**src/logic/mpc_pkg.sv**
```systemverilog
// constants for the multiport pin control block
package mpc_pkg;
    localparam int P0_W = 6;
    localparam int P1_W = 2;
    localparam int P2_W = 7;
    localparam int P3_W = 4;
    localparam int P5_W = 4;
    localparam int P6_W = 8;
    localparam int EDGE_W = 2;
    // port 2 bit positions
    localparam int P2_SCK = 0;
    localparam int P2_SO = 1;
    localparam int P2_SI = 2;
    localparam int P2_OD_LO = 3;
    localparam int P2_OD_HI = 4;
    localparam int P2_SS = 5;
    localparam int P2_TO = 6;
    // port 3 bit positions
    localparam int P3_TIN = 0;
    localparam int P3_TOB = 1;
    localparam int P3_TOW = 2;
    localparam int P3_TOC = 3;
    // pull-up capable mask of port 2
    localparam logic [6:0] P2_PU_MASK = 7'h67;
    localparam logic [6:0] P2_OD_MASK = 7'h18;
    // reset values
    localparam logic [7:0] RST_DIR_IN = 8'hFF;
    localparam logic [7:0] RST_ZERO = 8'h00;
    // edge select encodings
    typedef enum logic [1:0] {
        MPC_EDGE_NONE,
        MPC_EDGE_RISE,
        MPC_EDGE_FALL,
        MPC_EDGE_BOTH
    } mpc_edge_e;
endpackage

```
**src/logic/mpc_sync.sv**
```systemverilog
// three-stage pin synchroniser, per bit, with agreement filter
`timescale 1ns/1ps
`default_nettype none
module mpc_sync #(
    parameter int W = 8
) (
    input  wire logic         clock,
    input  wire logic         rst_n,
    input  wire logic         clk_en,
    input  wire logic [W-1:0] pin_in,
    output logic      [W-1:0] pin_sync
);
    logic [W-1:0] s1_ff;
    logic [W-1:0] s2_ff;
    logic [W-1:0] s3_ff;
    logic [W-1:0] val_ff;

    always_ff @(posedge clock) begin
        if (!rst_n) begin
            s1_ff <= '0;
            s2_ff <= '0;
            s3_ff <= '0;
        end else if (clk_en) begin
            s1_ff <= pin_in;
            s2_ff <= s1_ff;
            s3_ff <= s2_ff;
        end
    end

    // a change only counts once stages two and three agree
    genvar i;
    generate
        for (i = 0; i < W; i++) begin : g_bit
            always_ff @(posedge clock) begin
                if (!rst_n) begin
                    val_ff[i] <= 1'b0;
                end else if (clk_en && (s2_ff[i] == s3_ff[i])) begin
                    val_ff[i] <= s2_ff[i];
                end
            end
        end
    endgenerate

    assign pin_sync = val_ff;
endmodule
`default_nettype wire

```
**src/logic/mpc_top.sv**
```systemverilog
// multiport pin control: direction, pull-ups, alternate functions
// Overview of operation
// - six-bit port zero, direction chosen per bit by its direction register
// - ports zero and one: pull-up only when input and shared select set
// - two-bit port one, direction chosen per bit by its direction register
// - seven-bit port two in port mode is general I/O, per-bit direction
// - port two bits 0,1,2,5,6 pull-ups follow their select, ignoring direction
// - port two bits 3 and 4 are open drain: drive low or release only
// - port two control mode carries timer a and both serial interfaces
// - four-bit port three in port mode is general I/O, per-bit direction
// - port three pull-ups follow their select regardless of direction
// - port three control mode carries timer b/c/wide, capture, buzzer, irqs
// - each external irq input detects rising, falling or both edges
// - four-bit open-drain port five, direction per bit by its register
// - eight-bit input-only port six; control mode routes analog inputs
// - low level on reset input is active reset
`timescale 1ns/1ps
`default_nettype none
module mpc_top
    import mpc_pkg::*;
(
    input  wire logic                 clock,
    input  wire logic                 rst_n,
    input  wire logic                 clk_en,
    // software side: direction 1 = input
    input  wire logic [mpc_pkg::P0_W-1:0] direction_reg_p0,
    input  wire logic [mpc_pkg::P1_W-1:0] direction_reg_p1,
    input  wire logic [mpc_pkg::P2_W-1:0] direction_reg_p2,
    input  wire logic [mpc_pkg::P3_W-1:0] direction_reg_p3,
    input  wire logic [mpc_pkg::P5_W-1:0] direction_reg_p5,
    input  wire logic [7:0]               pullup_sel_low_ports,
    input  wire logic [mpc_pkg::P2_W-1:0] pullup_sel_p2,
    input  wire logic [mpc_pkg::P3_W-1:0] pullup_sel_p3,
    input  wire logic [mpc_pkg::P2_W-1:0] ctrl_mode_p2,
    input  wire logic [mpc_pkg::P3_W-1:0] ctrl_mode_p3,
    input  wire logic                     ctrl_mode_p6,
    input  wire logic [7:0]               edge_sel,
    input  wire logic [mpc_pkg::P0_W-1:0] out_latch_p0,
    input  wire logic [mpc_pkg::P1_W-1:0] out_latch_p1,
    input  wire logic [mpc_pkg::P2_W-1:0] out_latch_p2,
    input  wire logic [mpc_pkg::P3_W-1:0] out_latch_p3,
    input  wire logic [mpc_pkg::P5_W-1:0] out_latch_p5,
    // peripheral side outputs into the pins
    input  wire logic                     timer_a_out,
    input  wire logic                     timer_b_out,
    input  wire logic                     timer_c_out,
    input  wire logic                     wide_timer_out,
    input  wire logic                     buzzer_out,
    input  wire logic                     buzzer_sel,
    input  wire logic                     sync_serial_out,
    input  wire logic                     async_tx,
    input  wire logic                     async_sel,
    input  wire logic                     sync_serial_clock_out,
    // pin side
    input  wire logic [mpc_pkg::P0_W-1:0] p0_in,
    output logic      [mpc_pkg::P0_W-1:0] p0_out,
    output logic      [mpc_pkg::P0_W-1:0] p0_oe,
    output logic      [mpc_pkg::P0_W-1:0] p0_pu,
    input  wire logic [mpc_pkg::P1_W-1:0] p1_in,
    output logic      [mpc_pkg::P1_W-1:0] p1_out,
    output logic      [mpc_pkg::P1_W-1:0] p1_oe,
    output logic      [mpc_pkg::P1_W-1:0] p1_pu,
    input  wire logic [mpc_pkg::P2_W-1:0] p2_in,
    output logic      [mpc_pkg::P2_W-1:0] p2_out,
    output logic      [mpc_pkg::P2_W-1:0] p2_oe,
    output logic      [mpc_pkg::P2_W-1:0] p2_pu,
    input  wire logic [mpc_pkg::P3_W-1:0] p3_in,
    output logic      [mpc_pkg::P3_W-1:0] p3_out,
    output logic      [mpc_pkg::P3_W-1:0] p3_oe,
    output logic      [mpc_pkg::P3_W-1:0] p3_pu,
    input  wire logic [mpc_pkg::P5_W-1:0] p5_in,
    output logic      [mpc_pkg::P5_W-1:0] p5_out,
    output logic      [mpc_pkg::P5_W-1:0] p5_oe,
    input  wire logic [mpc_pkg::P6_W-1:0] p6_in,
    // software-visible pin levels
    output logic      [mpc_pkg::P0_W-1:0] rd_p0,
    output logic      [mpc_pkg::P1_W-1:0] rd_p1,
    output logic      [mpc_pkg::P2_W-1:0] rd_p2,
    output logic      [mpc_pkg::P3_W-1:0] rd_p3,
    output logic      [mpc_pkg::P5_W-1:0] rd_p5,
    output logic      [mpc_pkg::P6_W-1:0] rd_p6,
    // peripheral side inputs from the pins
    output logic                          timer_a_clock_in,
    output logic                          timer_b_clock_in,
    output logic                          capture_edge_in,
    output logic                          sync_serial_in,
    output logic                          sync_serial_clock,
    output logic                          serial_chip_select,
    output logic                          async_rx,
    output logic                          async_clock_in,
    output logic      [3:0]               ext_irq_inputs,
    output logic                          analog_en,
    output logic      [7:0]               analog_inputs
);
    import mpc_pkg::*;

    localparam int ALL_W = P0_W + P1_W + P2_W + P3_W + P5_W + P6_W;

    logic [ALL_W-1:0] raw_all;
    logic [ALL_W-1:0] syn_all;
    logic [P0_W-1:0]  s0;
    logic [P1_W-1:0]  s1;
    logic [P2_W-1:0]  s2;
    logic [P3_W-1:0]  s3;
    logic [P5_W-1:0]  s5;
    logic [P6_W-1:0]  s6;
    logic [P3_W-1:0]  s3_prev_ff;
    logic [P2_W-1:0]  nxt_p2_out;
    logic [P2_W-1:0]  nxt_p2_oe;
    logic [P3_W-1:0]  nxt_p3_out;
    logic [P3_W-1:0]  nxt_p3_oe;
    logic [3:0]       nxt_irq;

    assign raw_all = {p6_in, p5_in, p3_in, p2_in, p1_in, p0_in};

    // pins come from outside the clock domain
    mpc_sync #(.W(ALL_W)) u_sync (
        .clock    (clock),
        .rst_n    (rst_n),
        .clk_en   (clk_en),
        .pin_in   (raw_all),
        .pin_sync (syn_all)
    );

    assign {s6, s5, s3, s2, s1, s0} = syn_all;

    // port two drivers; bits 3,4 never drive high
    always_comb begin
        nxt_p2_out = out_latch_p2;
        nxt_p2_oe  = ~direction_reg_p2;
        if (ctrl_mode_p2[P2_SO]) begin
            nxt_p2_out[P2_SO] = async_sel ? async_tx : sync_serial_out;
        end
        if (ctrl_mode_p2[P2_SCK]) begin
            nxt_p2_out[P2_SCK] = sync_serial_clock_out;
        end
        if (ctrl_mode_p2[P2_TO]) begin
            nxt_p2_out[P2_TO] = timer_a_out;
        end
        // direction still decides, software sets it per function
        nxt_p2_oe  = nxt_p2_oe & ~(P2_OD_MASK & nxt_p2_out);
        nxt_p2_out = nxt_p2_out & ~P2_OD_MASK;
    end

    always_comb begin
        nxt_p3_out = out_latch_p3;
        nxt_p3_oe  = ~direction_reg_p3;
        if (ctrl_mode_p3[P3_TOB]) begin
            nxt_p3_out[P3_TOB] = timer_b_out;
        end
        if (ctrl_mode_p3[P3_TOW]) begin
            nxt_p3_out[P3_TOW] = wide_timer_out;
        end
        if (ctrl_mode_p3[P3_TOC]) begin
            nxt_p3_out[P3_TOC] = buzzer_sel ? buzzer_out : timer_c_out;
        end
    end

    // driver and pull-up registers; reset leaves every pin an input
    always_ff @(posedge clock) begin
        if (!rst_n) begin
            p0_out <= '0;
            p0_oe  <= '0;
            p0_pu  <= '0;
            p1_out <= '0;
            p1_oe  <= '0;
            p1_pu  <= '0;
            p2_out <= '0;
            p2_oe  <= '0;
            p2_pu  <= '0;
            p3_out <= '0;
            p3_oe  <= '0;
            p3_pu  <= '0;
            p5_out <= '0;
            p5_oe  <= '0;
        end else if (clk_en) begin
            p0_out <= out_latch_p0;
            p0_oe  <= ~direction_reg_p0;
            p0_pu  <= direction_reg_p0 & pullup_sel_low_ports[P0_W-1:0];
            p1_out <= out_latch_p1;
            p1_oe  <= ~direction_reg_p1;
            p1_pu  <= direction_reg_p1 & pullup_sel_low_ports[P0_W +: P1_W];
            p2_out <= nxt_p2_out;
            p2_oe  <= nxt_p2_oe;
            p2_pu  <= pullup_sel_p2 & P2_PU_MASK;
            p3_out <= nxt_p3_out;
            p3_oe  <= nxt_p3_oe;
            p3_pu  <= pullup_sel_p3;
            // open drain: only ever pulls low
            p5_out <= '0;
            p5_oe  <= ~direction_reg_p5 & ~out_latch_p5;
        end
    end

    // pin levels for software and peripherals
    always_ff @(posedge clock) begin
        if (!rst_n) begin
            rd_p0              <= '0;
            rd_p1              <= '0;
            rd_p2              <= '0;
            rd_p3              <= '0;
            rd_p5              <= '0;
            rd_p6              <= '0;
            timer_a_clock_in   <= 1'b0;
            timer_b_clock_in   <= 1'b0;
            capture_edge_in    <= 1'b0;
            sync_serial_in     <= 1'b0;
            sync_serial_clock  <= 1'b0;
            serial_chip_select <= 1'b0;
            async_rx           <= 1'b0;
            async_clock_in     <= 1'b0;
            analog_en          <= 1'b0;
            analog_inputs      <= '0;
        end else if (clk_en) begin
            rd_p0 <= s0;
            rd_p1 <= s1;
            rd_p2 <= s2;
            rd_p3 <= s3;
            rd_p5 <= s5;
            // analog mode masks the digital reading
            rd_p6 <= ctrl_mode_p6 ? RST_ZERO : s6;
            timer_a_clock_in   <= ctrl_mode_p2[P2_SS] & s2[P2_SS];
            serial_chip_select <= ctrl_mode_p2[P2_SS] & s2[P2_SS];
            sync_serial_in     <= ctrl_mode_p2[P2_SI] & s2[P2_SI];
            async_rx           <= ctrl_mode_p2[P2_SI] & s2[P2_SI];
            sync_serial_clock  <= ctrl_mode_p2[P2_SCK] & s2[P2_SCK];
            async_clock_in     <= ctrl_mode_p2[P2_SCK] & s2[P2_SCK];
            timer_b_clock_in   <= ctrl_mode_p3[P3_TIN] & s3[P3_TIN];
            capture_edge_in    <= ctrl_mode_p3[P3_TIN] & s3[P3_TIN];
            analog_en          <= ctrl_mode_p6;
            // digital copy only; true analog path is outside this block
            analog_inputs      <= ctrl_mode_p6 ? s6 : RST_ZERO;
        end
    end

    // edge detection on the four irq pins
    genvar k;
    generate
        for (k = 0; k < 4; k++) begin : g_irq
            always_comb begin
                case (mpc_edge_e'(edge_sel[k*EDGE_W +: EDGE_W]))
                    MPC_EDGE_RISE: nxt_irq[k] = s3[k] & ~s3_prev_ff[k];
                    MPC_EDGE_FALL: nxt_irq[k] = ~s3[k] & s3_prev_ff[k];
                    MPC_EDGE_BOTH: nxt_irq[k] = s3[k] ^ s3_prev_ff[k];
                    default:       nxt_irq[k] = 1'b0;
                endcase
                nxt_irq[k] = nxt_irq[k] & ctrl_mode_p3[k];
            end
        end
    endgenerate

    always_ff @(posedge clock) begin
        if (!rst_n) begin
            s3_prev_ff     <= '0;
            ext_irq_inputs <= '0;
        end else if (clk_en) begin
            s3_prev_ff     <= s3;
            ext_irq_inputs <= nxt_irq;
        end
    end
endmodule
`default_nettype wire

```
**config.mk**
```make
export PLATFORM = sky130hd
export DESIGN_NAME = mpc_top
export DESIGN_NICKNAME = d
export VERILOG_FILES = /design/src/logic/mpc_pkg.sv /design/src/logic/mpc_sync.sv /design/src/logic/mpc_top.sv
export SDC_FILE = /design/constraint.sdc
export NUM_CORES = 1
export LEC_CHECK = 0
export ABC_CLOCK_PERIOD_IN_PS = 3000
export BUFFER_PORTS_ARGS = -buffer_cell sky130_fd_sc_hd__buf_2
export CORE_UTILIZATION = 57
export DETAILED_ROUTE_END_ITERATION = 16
export PLACE_DENSITY = 0.87
export SYNTH_ARGS = -nofsm -noshare
export SYNTH_HDL_FRONTEND = slang
export SYNTH_SLANG_ARGS = --single-unit
```
**constraint.sdc**
```tcl
create_clock -name clock -period 3 [get_ports clock]
set_input_delay 0.9 -clock clock [delete_from_list [all_inputs] [get_ports clock]]
set_output_delay 0.9 -clock clock [all_outputs]
set_load 0.01 [all_outputs]
```
Word level (Yosys, flattened, before mapping)

Cells that the tools add are included.

Eq/ne operators: 43
Mux-type cells: 14
Bitwise logic cells: 39
Reduce and logical (&&, ||, !) cells: 31

Operators with widths:

| operator           | number |
|---|---|
| $eq 1x1->1         | 31 |
| $logic_and 1x1->1  | 31 |
| $and 1x1->1        | 16 |
| $eq 2x2->1 const B | 8 |
| $mux 8             | 2 |
| $not 4->4          | 3 |
| $pmux 1 s3         | 4 |
| $eq 2x1->1 const B | 4 |
| $mux 1             | 8 |
| $not 1->1          | 8 |
| $and 7x7->7        | 1 |
| $not 5->7          | 1 |
| $not 7->7          | 1 |
| $and 6x6->6        | 1 |
| $not 6->6          | 1 |
| $and 4x4->4        | 1 |
| $xor 1x1->1        | 4 |
| $and 2x2->2        | 1 |
| $not 2->2          | 1 |

Register bits: 229
Bits of input ports: 129
Logic and storage cells: 187

Depth between registers and ports, before layout

Gate-level depths: netlist of run 1.

Depth after elaboration: 4
Depth in mapped cells: 6
Gate-level depth less buffers: 5

Hierarchy

Synthesis of run 1 repeated with hierarchy kept, for this count alone.

Cells, all modules: 923
Area, all modules: 9255.1 um^2

Modules (own cells, without submodules):

| module   | instances | cells each | area each (um^2) |
|---|---|---|---|
| mpc_sync | 1         | 500        | 4820.9 |
| mpc_top  | 1         | 423        | 4434.3 |

Least setup slack after synthesis of run 1

OpenSTA, ideal clock, no wires.

Path kind: input to register
Start: input port clk_en
End: register ext_irq_inputs[0]
Library setup time: 0.117 ns
Arrival time: 1.594 ns
Data required time: 2.883 ns
Slack: 1.288 ns
Cell stages on the path: 6
Path buffers: 3
Cells stage by stage: buf_4 > buf_6 > buf_6 > nand3_1 > nor2_1 > a32o_1

RTL lines:

| item                 | line           | text |
|---|---|---|
| start, declared      | mpc_top.sv:24  | `input wire logic clk_en,` |
| end signal, assigned | mpc_top.sv:258 | `ext_irq_inputs <= nxt_irq;` |
| end, declared        | mpc_top.sv:91  | `output logic [3:0] ext_irq_inputs,` |

==> results of run 1 <==
==> flip-flops by register name (all words and copies together), names as in the netlist, 5 cells and up <==
signal / flops
p0_out: 6
p0_pu: 6
rd_p6: 8
u_sync.s3_ff: 31
rd_p0: 6
p2_pu: 5
rd_p2: 7
u_sync.s1_ff: 31
u_sync.pin_sync: 31
p2_out: 5
analog_inputs: 8
u_sync.s2_ff: 31
p0_oe: 6
p2_oe: 7
==> cell usage after synthesis <==
library cell,number,area share
sky130_fd_sc_hd__a31o_2,2,0.0019
sky130_fd_sc_hd__nor3b_1,6,0.0048
sky130_fd_sc_hd__dfxtp_1,229,0.49
sky130_fd_sc_hd__and2_1,12,0.0080
sky130_fd_sc_hd__buf_12,1,0.0021
sky130_fd_sc_hd__buf_6,6,0.0072
sky130_fd_sc_hd__buf_4,20,0.016
sky130_fd_sc_hd__mux2i_1,143,0.15
sky130_fd_sc_hd__ha_1,8,0.011
sky130_fd_sc_hd__conb_1,1,0.00040
sky130_fd_sc_hd__a21boi_1,2,0.0016
sky130_fd_sc_hd__clkbuf_2,2,0.0011
sky130_fd_sc_hd__a21oi_1,12,0.0064
sky130_fd_sc_hd__a32o_1,4,0.0043
sky130_fd_sc_hd__nand2_1,80,0.032
sky130_fd_sc_hd__o211a_1,21,0.022
sky130_fd_sc_hd__nor2b_1,143,0.095
sky130_fd_sc_hd__o21ai_0,35,0.019
sky130_fd_sc_hd__nor2_1,8,0.0032
sky130_fd_sc_hd__clkbuf_1,20,0.0080
sky130_fd_sc_hd__o2bb2ai_1,8,0.0075
sky130_fd_sc_hd__buf_8,10,0.016
sky130_fd_sc_hd__buf_2,16,0.0085
sky130_fd_sc_hd__nand3_1,24,0.013
sky130_fd_sc_hd__inv_1,8,0.0032
sky130_fd_sc_hd__a21boi_0,49,0.039
sky130_fd_sc_hd__a21o_1,31,0.025
sky130_fd_sc_hd__inv_2,1,0.00040
sky130_fd_sc_hd__o211ai_1,2,0.0016
==> cells by family (layout without fill, tap and decap cells) <==
| logic type | count (synthesis) | in the layout | share of synthesized area |
|---|---|---|---|
| compound gates | 166 | 166 | 0.1284 |
| fa+ha+maj | 8 | 8 | 0.01068 |
| buf+inv | 84 | 294 | 0.06259 |
| flops | 229 | 229 | 0.4890 |
| mux | 143 | 143 | 0.1527 |
| other cells | 1 | 11 | 0.0004000 |
| simple gates | 273 | 273 | 0.1563 |
==> worst max path at each step <==
stage,end,slack (ns),start,cells past startpoint
global placement,u_sync.pin_sync[30],0.82,clk_en,5
CTS,rd_p3[3],1.01,s3_prev_ff[3],1
finish,rd_p3[0],1.05,s3_prev_ff[0],1
floorplan,ext_irq_inputs[0],1.29,clk_en,6
detailed placement,u_sync.pin_sync[28],0.76,clk_en,5
global route,rd_p3[3],0.99,s3_prev_ff[3],1
==> through the flow <==
step | util | setup slack (ns)
floorplan | - | 1.288
CTS | 0.7049 | 1.013
finish | 0.7054 | 1.049
detailed placement | 0.6550 | 0.7576
global route | 0.7051 | 0.9869
global placement | 0.6550 | 0.8203
==> cell type report <==
type | instances | area share
tap | 216 | 0.02403
sequential | 229 | 0.4077
clock buffer | 31 | 0.05919
timing repair buffer | 244 | 0.1177
antenna | 3 | 0.0006676
inverter | 9 | 0.003004
multi-input combinational | 598 | 0.3762
clock inverter | 10 | 0.01157
==> routing by layer <==
metal | up-vias | share of wire
met5 | - | 0
met4 | 0 | 0.027
met3 | 33 | 0.067
met2 | 175 | 0.46
met1 | 3156 | 0.44
li1 | 3466 | -
==> power by group through the flow <==
stage                     Sequential, W  Combinational [W]  Clock (W)
after global placement          0.00325           0.000511          0
after CTS                       0.00319           0.000525    0.00302
final                           0.00319           0.000521    0.00296
after floorplan                 0.00327           0.000347          0
after detailed placement        0.00325           0.000521          0
after global routing            0.00320           0.000572    0.00316
==> impl_summary.md, run 1 <==
Outcome
The flow ran to the end, and the final reports show no timing, DRC or antenna violations.

CTS
The CTS clock-pin slew for the worst setup and hold paths is 0.06 ns. For this design, the sink count on the clock tree is 229. The number of buffers on the longest clock path is 3. The number of gates resized after CTS was 0. Post-CTS timing repair inserted 0 buffers for setup. In this run, post-CTS hold repair placed 0 buffers. The clock tree from TritonCTS is yes. The clock network latency to the later pin of the worst-skew pair is 0.49 ns. The depth of the CTS H-tree is 1.

Buffers inserted during clock tree synthesis total 23. The tree is rooted in a sky130_fd_sc_hd__clkbuf_16.

Synthesis
The cell area that synthesis handed to floorplanning was 9375 sq um. Counting distinct cell types in the post-synthesis netlist gives 29. Synthesis inferred approximately 230 register bits. The synthesis warning total is 0. The sequential area share after synthesis is 0.4890. After synthesis, the mean cell area works out to 10.37 sq um. The number of cells produced by synthesis is 904.

Setup path
In this run the critical register-to-register path is captured at ext_irq_inputs[1]. The cell type group with the largest total delay on the critical path is flip-flops. STA puts the critical path data required time at 2.10 ns. The worst setup path is launched from a register. The worst register-to-register path has a setup slack of between 1.5 and 2 ns.

The critical-path maximum fanout is 4. The signal on the critical path passes through buf_2. The count of buffering cells on the critical path with inverters included is 1. For the worst flop-to-flop path, the logic depth is 5. The standard cell with the maximum stage delay on the critical path is sky130_fd_sc_hd__dfxtp_1.

The longest individual stage delay on the worst path is 0.39 ns. STA classifies the critical path endpoint as a primary output. The critical path is of the register to primary output type. The worst endpoint data arrival time is 1.05 ns. The startpoint identified for the worst register-to-register timing path is s3_prev_ff[1].

STA
The final clock skew is between 0.01 and 0.015 ns. Dividing the final minimum period by the clock period gives 0.6504. The max-slew violation total from the final report was 0. Setup repair after global routing left no endpoint under its margin.

Static timing analysis puts the maximum clock frequency at between 500 and 600 MHz. The worst-case hold slack is 0.4678 ns. Setup violations remaining at the end of the flow were counted as 0. The clock period could shrink to 1.951 ns. The transition time of the tightest slew-check pin is 0.7160 ns. The hold violation count in the final report came to 0.

The post-route setup TNS is 0 ns. In this run the tightest slew margin relative to its limit is 0.5226.

Die
The core region is 15940 sq um. The die width is 130.3 um. For this configuration, the core starts out at a cell density of 0.5881. The full die area is 16970 sq um. The boundary pin count is 246. The floorplan step set the die height to 130.3 um. The floorplan has 46 rows.

Pwr
The leakage power summed over all cells is about 5.4 nW. The internal portion of the total power is roughly 0.0052 W. The switching power of the nets is around 0.0015 W.

For this design the ratio of total power to cell area is 593.1 nW/um^2. The combinational share of power is 0.078. Of the total power, the clock network draws 0.444.

Across the VDD grid, the largest voltage drop is 0.0004418 V. The share of total power dissipated in sequential elements is 0.478. The total power of the final layout is between 0.006 and 0.007 W.

The net switching share of the total power is 0.2195.

Layout
In the layout the commonest cells are sky130_fd_sc_hd__buf_2 (231), sky130_fd_sc_hd__dfxtp_1 (229), sky130_fd_sc_hd__mux2i_1 (143), sky130_fd_sc_hd__nor2b_1 (143), sky130_fd_sc_hd__nand2_1 (80). After filler insertion, the fill cell instance count of the layout stands at ~1200. The net count reported at finish is 1242. The non-filler instance count after layout is between 1000 and 1500. The multi-input gate area in the final layout is 4230 sq um. The footprint of the flip-flops and latches is 4584 sq um. In the final layout, the share of cells above drive strength 1 is 0.2551. Compared with the post-synthesis result, the final layout area differs by 19.95%. The finished cells cover 11250 sq um. The most frequent standard cell in the layout excluding fill and tap cells is sky130_fd_sc_hd__buf_2.

Worst hold path
The end point of the worst hold path is analog_inputs[3]. The worst hold path belongs to the class register to register. Along the worst hold path, the cell count comes to 2. The worst hold path begins at analog_inputs[3].

Global routing
The wire length of the first global-routing pass is 30220 um. The pin count of the biggest net entering global routing is 89. The number of antenna violations at the first check in global routing is 3. Across every metal layer, demand over resource in global routing totals 0.2226. For this run, global-route usage on met2 was measured as 0.3780.

The global routing stage identified its most utilized layer as met2. The global route total overflow is 0. The via count of the first global-routing pass is 6246. In the global route stage, met1 resource usage came out at 0.2741. The met3 demand-to-capacity share in global routing is 0.05453.

Drt
The routed design has 19690 um of wire. The number of vias after detailed routing is 6830. Dividing the detail-routed wire length by the instance count gives 14.69 um. The number of search-and-repair iterations in the first detailed-routing pass is 4. For this run, design rule violations remaining after detail routing come to 0. Dividing the detail-routed via count by the number of cells gives 5.097.

For this block, the initial DRC count from the detailed router was between 300 and 400. The post-route antenna net violation count is 0.

Place
At the end of routability-driven placement, the weighted congestion stood at ~0.74. The placed instances occupy a cell area of 10440 sq um. The post-placement cell count is 1296.

During placement, the flow inserted port buffers numbering around 230. The placed wire-length estimate after detailed placement is around 13000 um.

Job
The tool flagged a number of max-cap violations equal to 0.
Power figures use the tool's default switching activity.
==> run 2, diff against run 1 <==
--- a/config.mk
+++ b/config.mk
@@ -5,11 +5,12 @@
 export SDC_FILE = /design/constraint.sdc
 export NUM_CORES = 1
 export LEC_CHECK = 0
-export ABC_CLOCK_PERIOD_IN_PS = 3000
+export ABC_AREA = 1
+export ABC_CLOCK_PERIOD_IN_PS = 2000
 export BUFFER_PORTS_ARGS = -buffer_cell sky130_fd_sc_hd__buf_2
-export CORE_UTILIZATION = 57
+export CORE_UTILIZATION = 51
 export DETAILED_ROUTE_END_ITERATION = 16
-export PLACE_DENSITY = 0.87
+export PLACE_DENSITY = 0.81
 export SYNTH_ARGS = -nofsm -noshare
 export SYNTH_HDL_FRONTEND = slang
 export SYNTH_SLANG_ARGS = --single-unit
==> constraint.sdc (replaced) <==
create_clock -name clock -period 2 [get_ports clock]
set_input_delay 0.6 -clock clock [delete_from_list [all_inputs] [get_ports clock]]
set_output_delay 0.6 -clock clock [all_outputs]
set_load 0.01 [all_outputs]
==> run 2 against run 1 <==
Net effect:
- utilization down 4.8 points
- clock skew down 0.0036 ns
- power increased by 55%
- largest cell class unchanged
- area after synthesis fell by 10%
- sequential share of layout area up 2.8 points
- critical path depth did not move
- largest power group unchanged
==> impl_summary.md, run 2 <==
Outcome
The run finished with clean final reports.

Drt
The routed length per placed instance is 13.25 um (-9.8%). The post-route antenna net violation count is 0 (unchanged). The post-route DRC violation count is 0 (unchanged).

The met2 wirelength from detailed routing is 9248 um (+1.3%). The uppermost metal layer occupied by signal nets is met5. The length of routed wiring on met1 is 8510 um (-2.3%). The routed wire length came to 19760 um (+0.40%). The number of vias after detailed routing is 7641 (+12%). The number of DRC markers in iteration 0 is 533 (+57%). The detailed-route vias per instance is 5.121 (+0.48%).

The number of search-and-repair iterations in the first detailed-routing pass came to 5 (+1). The detailed-routed wire length on met3 is 1411 um (+6.3%).

Setup path
The signal on the critical path passes through buf_2. STA classifies the critical path startpoint as a register. The longest individual stage delay on the worst path is 0.40 ns (about the same). Among all stages on the critical path, the largest delay is contributed by sky130_fd_sc_hd__dfxtp_1. The critical-path maximum fanout came to 3 (-1). The count of buffering cells on the critical path with inverters included is 1 (unchanged). The worst endpoint data arrival time was 1.06 ns (about the same). Among cell families on the critical path, the largest total delay comes from flip-flops. The data required time of the worst path is 1.40 ns (-0.70 ns).

The classification of the worst setup path is register to primary output. The type of destination of the critical path is a primary output.

Global routing
The total track usage is 0.2213 (-0.001295). The wire length of the first global-routing pass is 30730 um (+1.7%). The global route total overflow was 0 (unchanged). The via count of the first global-routing pass is 6624 (+6.1%). The number of antenna violations at the first check in global routing came to 3 (unchanged). The pin count of the biggest net entering global routing is 81 (-9.0%).

Synthesis
The complex-gate fraction of the synthesized area came to 0.1992 (+0.07078). The simple-gate portion of the synthesized area is 0.1757 (+0.01940). The synthesis warning total was 0 (unchanged).

The share of synthesized cell area in full adder, half adder and majority cells is 0.01189 (+0.001214). The post-synthesis share of cell area spent on xor and xnor gates is 0 (unchanged). The most common cell in the netlist is sky130_fd_sc_hd__dfxtp_1. Summed over all instances, the cell type with the most area after synthesis is sky130_fd_sc_hd__dfxtp_1. The number of cells produced by synthesis is 1063 (+18%). The mean instance size in the synthesized netlist came to 7.919 sq um (-24%). The largest family of logic cells by synthesized area is compound AO/OA/AOI/OAI gates. The sequential area share after synthesis is 0.5446 (+0.05560).

By area the synthesized netlist is led by sky130_fd_sc_hd__dfxtp_1 (54%), sky130_fd_sc_hd__o21ai_0 (10%), sky130_fd_sc_hd__nor2_1 (9.6%), sky130_fd_sc_hd__a21oi_1 (7.7%), sky130_fd_sc_hd__nand2_1 (5.8%). For this run, the leading register cell type out of synthesis is sky130_fd_sc_hd__dfxtp_1. The summed instance area of the synthesized netlist is 8418 sq um (-10%).

The post-synthesis async set-or-reset flop share came to 0 (unchanged). The area fraction of the dominant cell type after synthesis was 0.5446 (+0.05560). The count of state elements after synthesis is 229 (unchanged). The proportion of synthesized area in mux cells is 0 (-0.1527).

The number of library cell types mapped by synthesis is 20 (-31%). In the synthesized netlist, the cells that appear most often are sky130_fd_sc_hd__dfxtp_1 (229), sky130_fd_sc_hd__nor2_1 (216), sky130_fd_sc_hd__o21ai_0 (174). The number of enable-type register cells in the synthesized netlist is 0 (unchanged).

Place
The post-placement setup slack is 0.3769 ns (-0.3807 ns). The placed wire-length estimate after detailed placement is 12590 um (-2.3%). The count of buffers from port buffering is 233 (unchanged). The routability congestion estimate came to 0.7142 (-4.0%).

Die
The initial core utilization is 0.5261 (-0.06194). The full die area was 17020 sq um (+0.35%). The boundary pin count is 246 (unchanged).

The number of standard-cell rows in the floorplan is 46 (unchanged). The die extent in y was 130.5 um (+0.17%). The die width is 130.5 um (+0.17%). The area inside the core boundary is 16000 sq um (+0.36%).

STA
The max-slew violation total from the final report is 0 (unchanged). The final setup violation count is 0 (unchanged). The post-layout worst setup margin is 0.3400 ns (-0.7088 ns). The post-route minimum period is between 1.5 and 2 ns.

The post-route setup TNS is 0 ns (unchanged). Timing would allow up to 602.4 MHz. The hold violation count in the final report is 0 (unchanged). The final clock skew is 0.008454 ns (-0.003636 ns). The final worst-path cycle share is 0.8300. Setup repair after global routing left no endpoint under its margin.

Pwr
The part of the power in the clock network is 0.444 (about the same). The leakage power summed over all cells is 4.822 nW (-9.9%). The share of power burned in registers is 0.473 (-0.005). The combinational share of power is 0.082 (+0.004).

The ratio of total power to cell area came to 980.9 nW/um^2 (+65%). The switching power of the nets is 0.002348 W (+60%). The internal power was 0.007967 W (+53%). The maximum ir drop on the vdd rail is 0.0006938 V (+57%).

The net switching share of the total power is 0.2276 (+0.008132).

CTS
The number of buffers on the longest clock path is 3 (unchanged). The depth of the CTS H-tree came to 1 (unchanged). The post-CTS setup buffer count is 0 (unchanged). The clock network latency to the later pin of the worst-skew pair was 0.50 ns (about the same). The clock net sink count was 229 (unchanged).

The root buffer cell is sky130_fd_sc_hd__clkbuf_16. The count of hold-fix buffers inserted at cts is 0 (unchanged). The CTS buffer count is 24 (+4.3%). The CTS clock-pin slew for the worst setup and hold paths is 0.06 ns (about the same). The number of instances resized during post-cts repair is 0 (unchanged). TritonCTS built the clock tree.

Layout
The area growth from synthesis to layout is 24.91%. The top cell types in the final layout, fill and taps aside, are sky130_fd_sc_hd__buf_2 (231), sky130_fd_sc_hd__dfxtp_1 (229), sky130_fd_sc_hd__nor2_1 (216), sky130_fd_sc_hd__o21ai_0 (174), sky130_fd_sc_hd__nand2_1 (131). The number of filler cells placed in the layout was 1380 (+15%). The share of final-layout standard cells stronger than drive strength 1 was 0.2268 (-0.02828). The net count reported at finish is 1393 (+12%). The most frequent standard cell in the layout excluding fill and tap cells is sky130_fd_sc_hd__buf_2.

Job
The number of maximum-capacitance violations is 0 (unchanged).

Worst hold path
The path class of the tightest hold or removal check is input port to register.
run 2: changes by cell type in the layout (fill, tap and decap cells not counted), sizes merged, moves of 26 or more:
cell    before  now
a21boi      51    0
a21o        31    0
a21oi       12  129
inv          9   35
mux2i      143    0
nand2       80  131
nor2         8  216
nor2b      143    0
o21ai       35  174
run 2: kinds of logic after synthesis:
logic type / count (synthesis)
AND/OR/NAND/NOR: 382
AO/OA/AOI/OAI: 324
flip-flops: 229
buffers and inverters: 119
adder cells (fa/ha/maj): 8
other: 1
run 2: per-layer routing:
| layer | global-route usage | up-vias |
|---|---|---|
| li1 | - | 3881 |
| met1 | 0.2764 | 3493 |
| met2 | 0.3780 | 223 |
| met3 | 0.04967 | 40 |
| met4 | 0.07437 | 4 |
| met5 | 0 | - |
run 2: per-stage QoR:
step / std cells / utilization / cell area [sq um] / hold slack, ns / total power [W]
floorplan: 1070 / - / 8444 / 0.4390 / 0.005478
CTS: 1490 / 0.6569 / 10510 / 0.2573 / 0.01042
detailed placement: 1446 / 0.6037 / 9659 / 0.4495 / 0.005828
global route: 1491 / 0.6570 / 10510 / 0.2658 / 0.01074
finish: 1492 / 0.6572 / 10520 / 0.2778 / 0.01031
global placement: 1446 / 0.6037 / 9659 / 0.4451 / 0.005805
run 2: cell type report:
class,count,area [sq um],share of cell area
Antenna cell,2,5.005,0.0004760
Clock buffer,39,798.3,0.07592
Clock inverter,5,52.55,0.004998
Inverter,35,136.4,0.01297
Multi-Input combinational cell,722,3286,0.3125
Sequential cell,229,4584,0.4360
Tap cell,216,270.3,0.02570
Timing Repair Buffer,244,1383,0.1315
run 2: power by group through the flow:
stage	sequential [W]	clock, W	combinational [W]
6_report	0.00488	0.00458	0.000850
5_1_grt	0.00491	0.00487	0.000966
2_1_floorplan	0.00501	0	0.000467
4_1_cts	0.00488	0.00469	0.000857
3_5_place_dp	0.00498	0	0.000850
3_3_place_gp	0.00497	0	0.000836
run 2: worst reg2reg max path, cell delays in order, from the launching register on:
cell and delay [ns]:
sky130_fd_sc_hd__dfxtp_1 0.37, sky130_fd_sc_hd__inv_1 0.07, sky130_fd_sc_hd__ha_1 0.30, sky130_fd_sc_hd__inv_1 0.06
sky130_fd_sc_hd__nand2_1 0.05, sky130_fd_sc_hd__nand3_1 0.07, sky130_fd_sc_hd__nand2_1 0.05, sky130_fd_sc_hd__a21oi_1 0.11
run 2: path summary, 6_finish.rpt:
check                           slack [ns]                 from  cells past startpoint            endpoint
worst max-delay path                  0.34   serial_chip_select                      1  serial_chip_select
worst min-delay path                  0.28  direction_reg_p3[2]                      2            p3_oe[2]
worst max register to register        0.86        s3_prev_ff[0]                      7   ext_irq_inputs[0]
worst min register to register        0.46             rd_p2[0]                      2            rd_p2[0]
==> run 3, diff against run 2 <==
--- a/config.mk
+++ b/config.mk
@@ -6,7 +6,7 @@
 export NUM_CORES = 1
 export LEC_CHECK = 0
 export ABC_AREA = 1
-export ABC_CLOCK_PERIOD_IN_PS = 2000
+export ABC_CLOCK_PERIOD_IN_PS = 1600
 export BUFFER_PORTS_ARGS = -buffer_cell sky130_fd_sc_hd__buf_2
 export CORE_UTILIZATION = 51
 export DETAILED_ROUTE_END_ITERATION = 16
==> constraint.sdc (replaced) <==
create_clock -name clock -period 1.6 [get_ports clock]
set_input_delay 0.48 -clock clock [delete_from_list [all_inputs] [get_ports clock]]
set_output_delay 0.48 -clock clock [all_outputs]
set_load 0.01 [all_outputs]
==> run 3 against run 2 <==
Net effect:
- combinational power is 27% higher
- worst hold slack worse by 0.13 ns
- critical path depth stayed put
- worst setup slack worse by 0.26 ns
- design area is 0.30% lower
- non-clock buffer count is 7 higher
- clock skew is 0.0034 ns higher
- wire length is 0.33% lower
==> impl_summary.md, run 3 (same netlist as run 2, synthesis figures left out) <==
Setup path
The worst register-to-register path begins at s3_prev_ff[0]. The worst reg-to-reg setup slack is 0.45 ns (-0.41 ns). The type of destination of the critical path is a primary output. The capture point of the worst reg-to-reg path is ext_irq_inputs[0].

The data required time of the worst path is 1.12 ns (-0.28 ns). The signal on the critical path passes through buf_2. The count of buffering cells on the critical path with inverters included was 1 (unchanged). The worst endpoint data arrival time was 1.04 ns (-0.02 ns). The number of cell instances on the worst register-to-register path is 7 (unchanged). The longest individual stage delay on the worst path came to 0.38 ns (-0.02 ns). The slowest stage of the critical path belongs to the cell sky130_fd_sc_hd__dfxtp_1. The worst setup path is launched from a register. The worst setup path is of the register to primary output kind. The kind of cell with the highest combined delay along the critical path is flip-flops.

The critical-path maximum fanout was 3 (unchanged).

Worst hold path
The end point of the worst hold path is p2_oe[2]. The cell depth of the worst hold path is 2 (unchanged). The type of the most critical hold path is input port to register.

The hold path startpoint is direction_reg_p2[2].

Place
The placed wire-length estimate after detailed placement is 12850 um (+2.1%). The routability congestion estimate is 0.7495 (+4.9%). The count of buffers from port buffering is 233 (unchanged). The post-placement cell count is 1453 (+0.48%). The post-placement setup slack is 0.1411 ns (-0.2358 ns).

Pwr
The combinational share of power is 0.086 (+0.004). The switching power of the nets came to 0.002944 W (+25%). The ratio of total power to cell area is 1197 nW/um^2 (+22%).

The net switching share of the total power is 0.2347 (+0.007078). The part of the power in the clock network was 0.428 (-0.016). The maximum ir drop on the vdd rail is 0.001301 V (+88%).

The share of power burned in registers is 0.486 (+0.013). The leakage power summed over all cells is 4.811 nW (-0.24%). The internal power came to 0.009602 W (+21%).

STA
After layout, the minimum clock period comes to 1.519 ns. The post-layout worst setup margin was 0.08092 ns (-0.2591 ns). The final clock skew came to 0.01183 ns (+0.003381 ns). The hold violation count in the final report is 0 (unchanged). The final setup violation count is 0 (unchanged). The achievable clock frequency is 658.3 MHz.

The max-slew violation total from the final report came to 0 (unchanged). Setup repair after global routing left no endpoint under its margin. The post-route setup TNS is 0 ns (unchanged). The final worst-path cycle share is 0.9494.

Layout
The number of filler cells placed in the layout is 1414 (+2.5%). Leaving out fill and tap cells, the most frequent cell in the layout is sky130_fd_sc_hd__buf_2. The non-filler instance count after layout is 1498 (+0.40%). The footprint of the flip-flops and latches is 4584 sq um (unchanged). The layout-stage area growth over the synthesis result is 24.54%. The net count reported at finish was 1400 (+0.50%).

The multi-input gate area in the final layout was 3286 sq um (unchanged). The share of final-layout standard cells stronger than drive strength 1 came to 0.2260 (-0.0008868). In the layout the commonest cells are sky130_fd_sc_hd__buf_2 (231), sky130_fd_sc_hd__dfxtp_1 (229), sky130_fd_sc_hd__nor2_1 (216), sky130_fd_sc_hd__o21ai_0 (174), sky130_fd_sc_hd__nand2_1 (131).

Global routing
The global route total overflow is 0 (unchanged). The number of antenna violations at the first check in global routing is 6 (+3). The most used routing layer is met2.

The global routing usage on met1 came to 0.2740 (-0.002427). The via count of the first global-routing pass is 6633 (+0.14%). The wire length of the first global-routing pass is 30950 um (+0.70%).

The met3 demand-to-capacity share in global routing is 0.05741 (+0.007736). The global routing met2 resource utilization is 0.3770 (-0.0009387). The pin count of the biggest net entering global routing is 99 (+22%). The total track usage is 0.2224 (+0.001097).

Die
The die width is 130.5 um (unchanged). The area inside the core boundary is 16000 sq um (unchanged). The full die area is 17020 sq um (unchanged). The die extent in y was 130.5 um (unchanged).

The initial core utilization is 0.5261 (unchanged). The boundary pin count is 246 (unchanged). The number of standard-cell rows in the floorplan is 46 (unchanged).

CTS
The CTS clock-pin slew for the worst setup and hold paths came to 0.06 ns (about the same). The clock net sink count came to 229 (unchanged). The number of buffers on the longest clock path is 3 (unchanged).

CTS placed an instance of sky130_fd_sc_hd__clkbuf_16 at the clock tree root. The clock network latency to the later pin of the worst-skew pair is 0.51 ns (about the same). The count of hold-fix buffers inserted at cts is 0 (unchanged). The depth of the CTS H-tree is 1 (unchanged). The post-CTS setup buffer count came to 0 (unchanged). The CTS buffer count came to 24 (unchanged).

The number of instances resized during post-cts repair is 0 (unchanged). The clock tree from TritonCTS is yes.

Drt
The number of DRC markers in iteration 0 is 396 (-26%). The number of search-and-repair iterations in the first detailed-routing pass is 5 (unchanged). The detailed-route vias per instance is 5.077 (-0.86%).

The post-route DRC violation count was 0 (unchanged). The routed length per placed instance came to 13.15 um (-0.73%). The post-route antenna net violation count was 0 (unchanged).

The number of vias after detailed routing is 7606 (-0.46%). The routed wire length is 19700 um (-0.33%).

Job
The number of maximum-capacitance violations is 0 (unchanged).

Outcome
The flow ran to the end, and the final reports show no timing, DRC or antenna violations.
[run 3: power groups by stage]
stage / clock network (W) / registers, W / logic [W]
2_1_floorplan: 0 / 0.00626 / 0.000584
3_3_place_gp: 0 / 0.00621 / 0.00106
3_5_place_dp: 0 / 0.00622 / 0.00108
4_1_cts: 0.00548 / 0.00610 / 0.00109
5_1_grt: 0.00573 / 0.00613 / 0.00122
6_report: 0.00537 / 0.00610 / 0.00108
[run 3: per-layer routing]
metal	up-vias	wire length [um]
li1	3900	-
met4	6	580
met3	46	1433
met1	3442	8525
met2	212	9116
met5	-	42
[run 3: final cells by class]
type	instances	share of cell area
Timing Repair Buffer	251	0.1369
Inverter	35	0.01301
Tap cell	216	0.02578
Clock buffer	33	0.06242
Antenna cell	3	0.0007161
Clock inverter	9	0.01050
Multi-Input combinational cell	722	0.3134
Sequential cell	229	0.4373
[run 3: how the worst max path moves through the flow]
stage	startpoint	to	slack [ns]	cells past startpoint
final	serial_chip_select	serial_chip_select	0.08	1
after global routing	s3_prev_ff[0]	rd_p3[0]	0.04	1
after CTS	serial_chip_select	serial_chip_select	0.05	1
after detailed placement	clk_en	u_sync.pin_sync[15]	0.14	5
after global placement	clk_en	u_sync.pin_sync[15]	0.17	5
after floorplan	clk_en	p2_pu[5]	0.34	7
[run 3: metrics by stage]
step | util | area (sq um) | power, W | hold slack (ns)
2_1_floorplan | - | 8444 | 0.006848 | 0.4390
3_3_place_gp | 0.6070 | 9712 | 0.007270 | 0.4443
3_5_place_dp | 0.6070 | 9712 | 0.007300 | 0.4508
4_1_cts | 0.6548 | 10480 | 0.01266 | 0.1341
5_1_grt | 0.6551 | 10480 | 0.01308 | 0.1386
6_report | 0.6552 | 10480 | 0.01255 | 0.1451
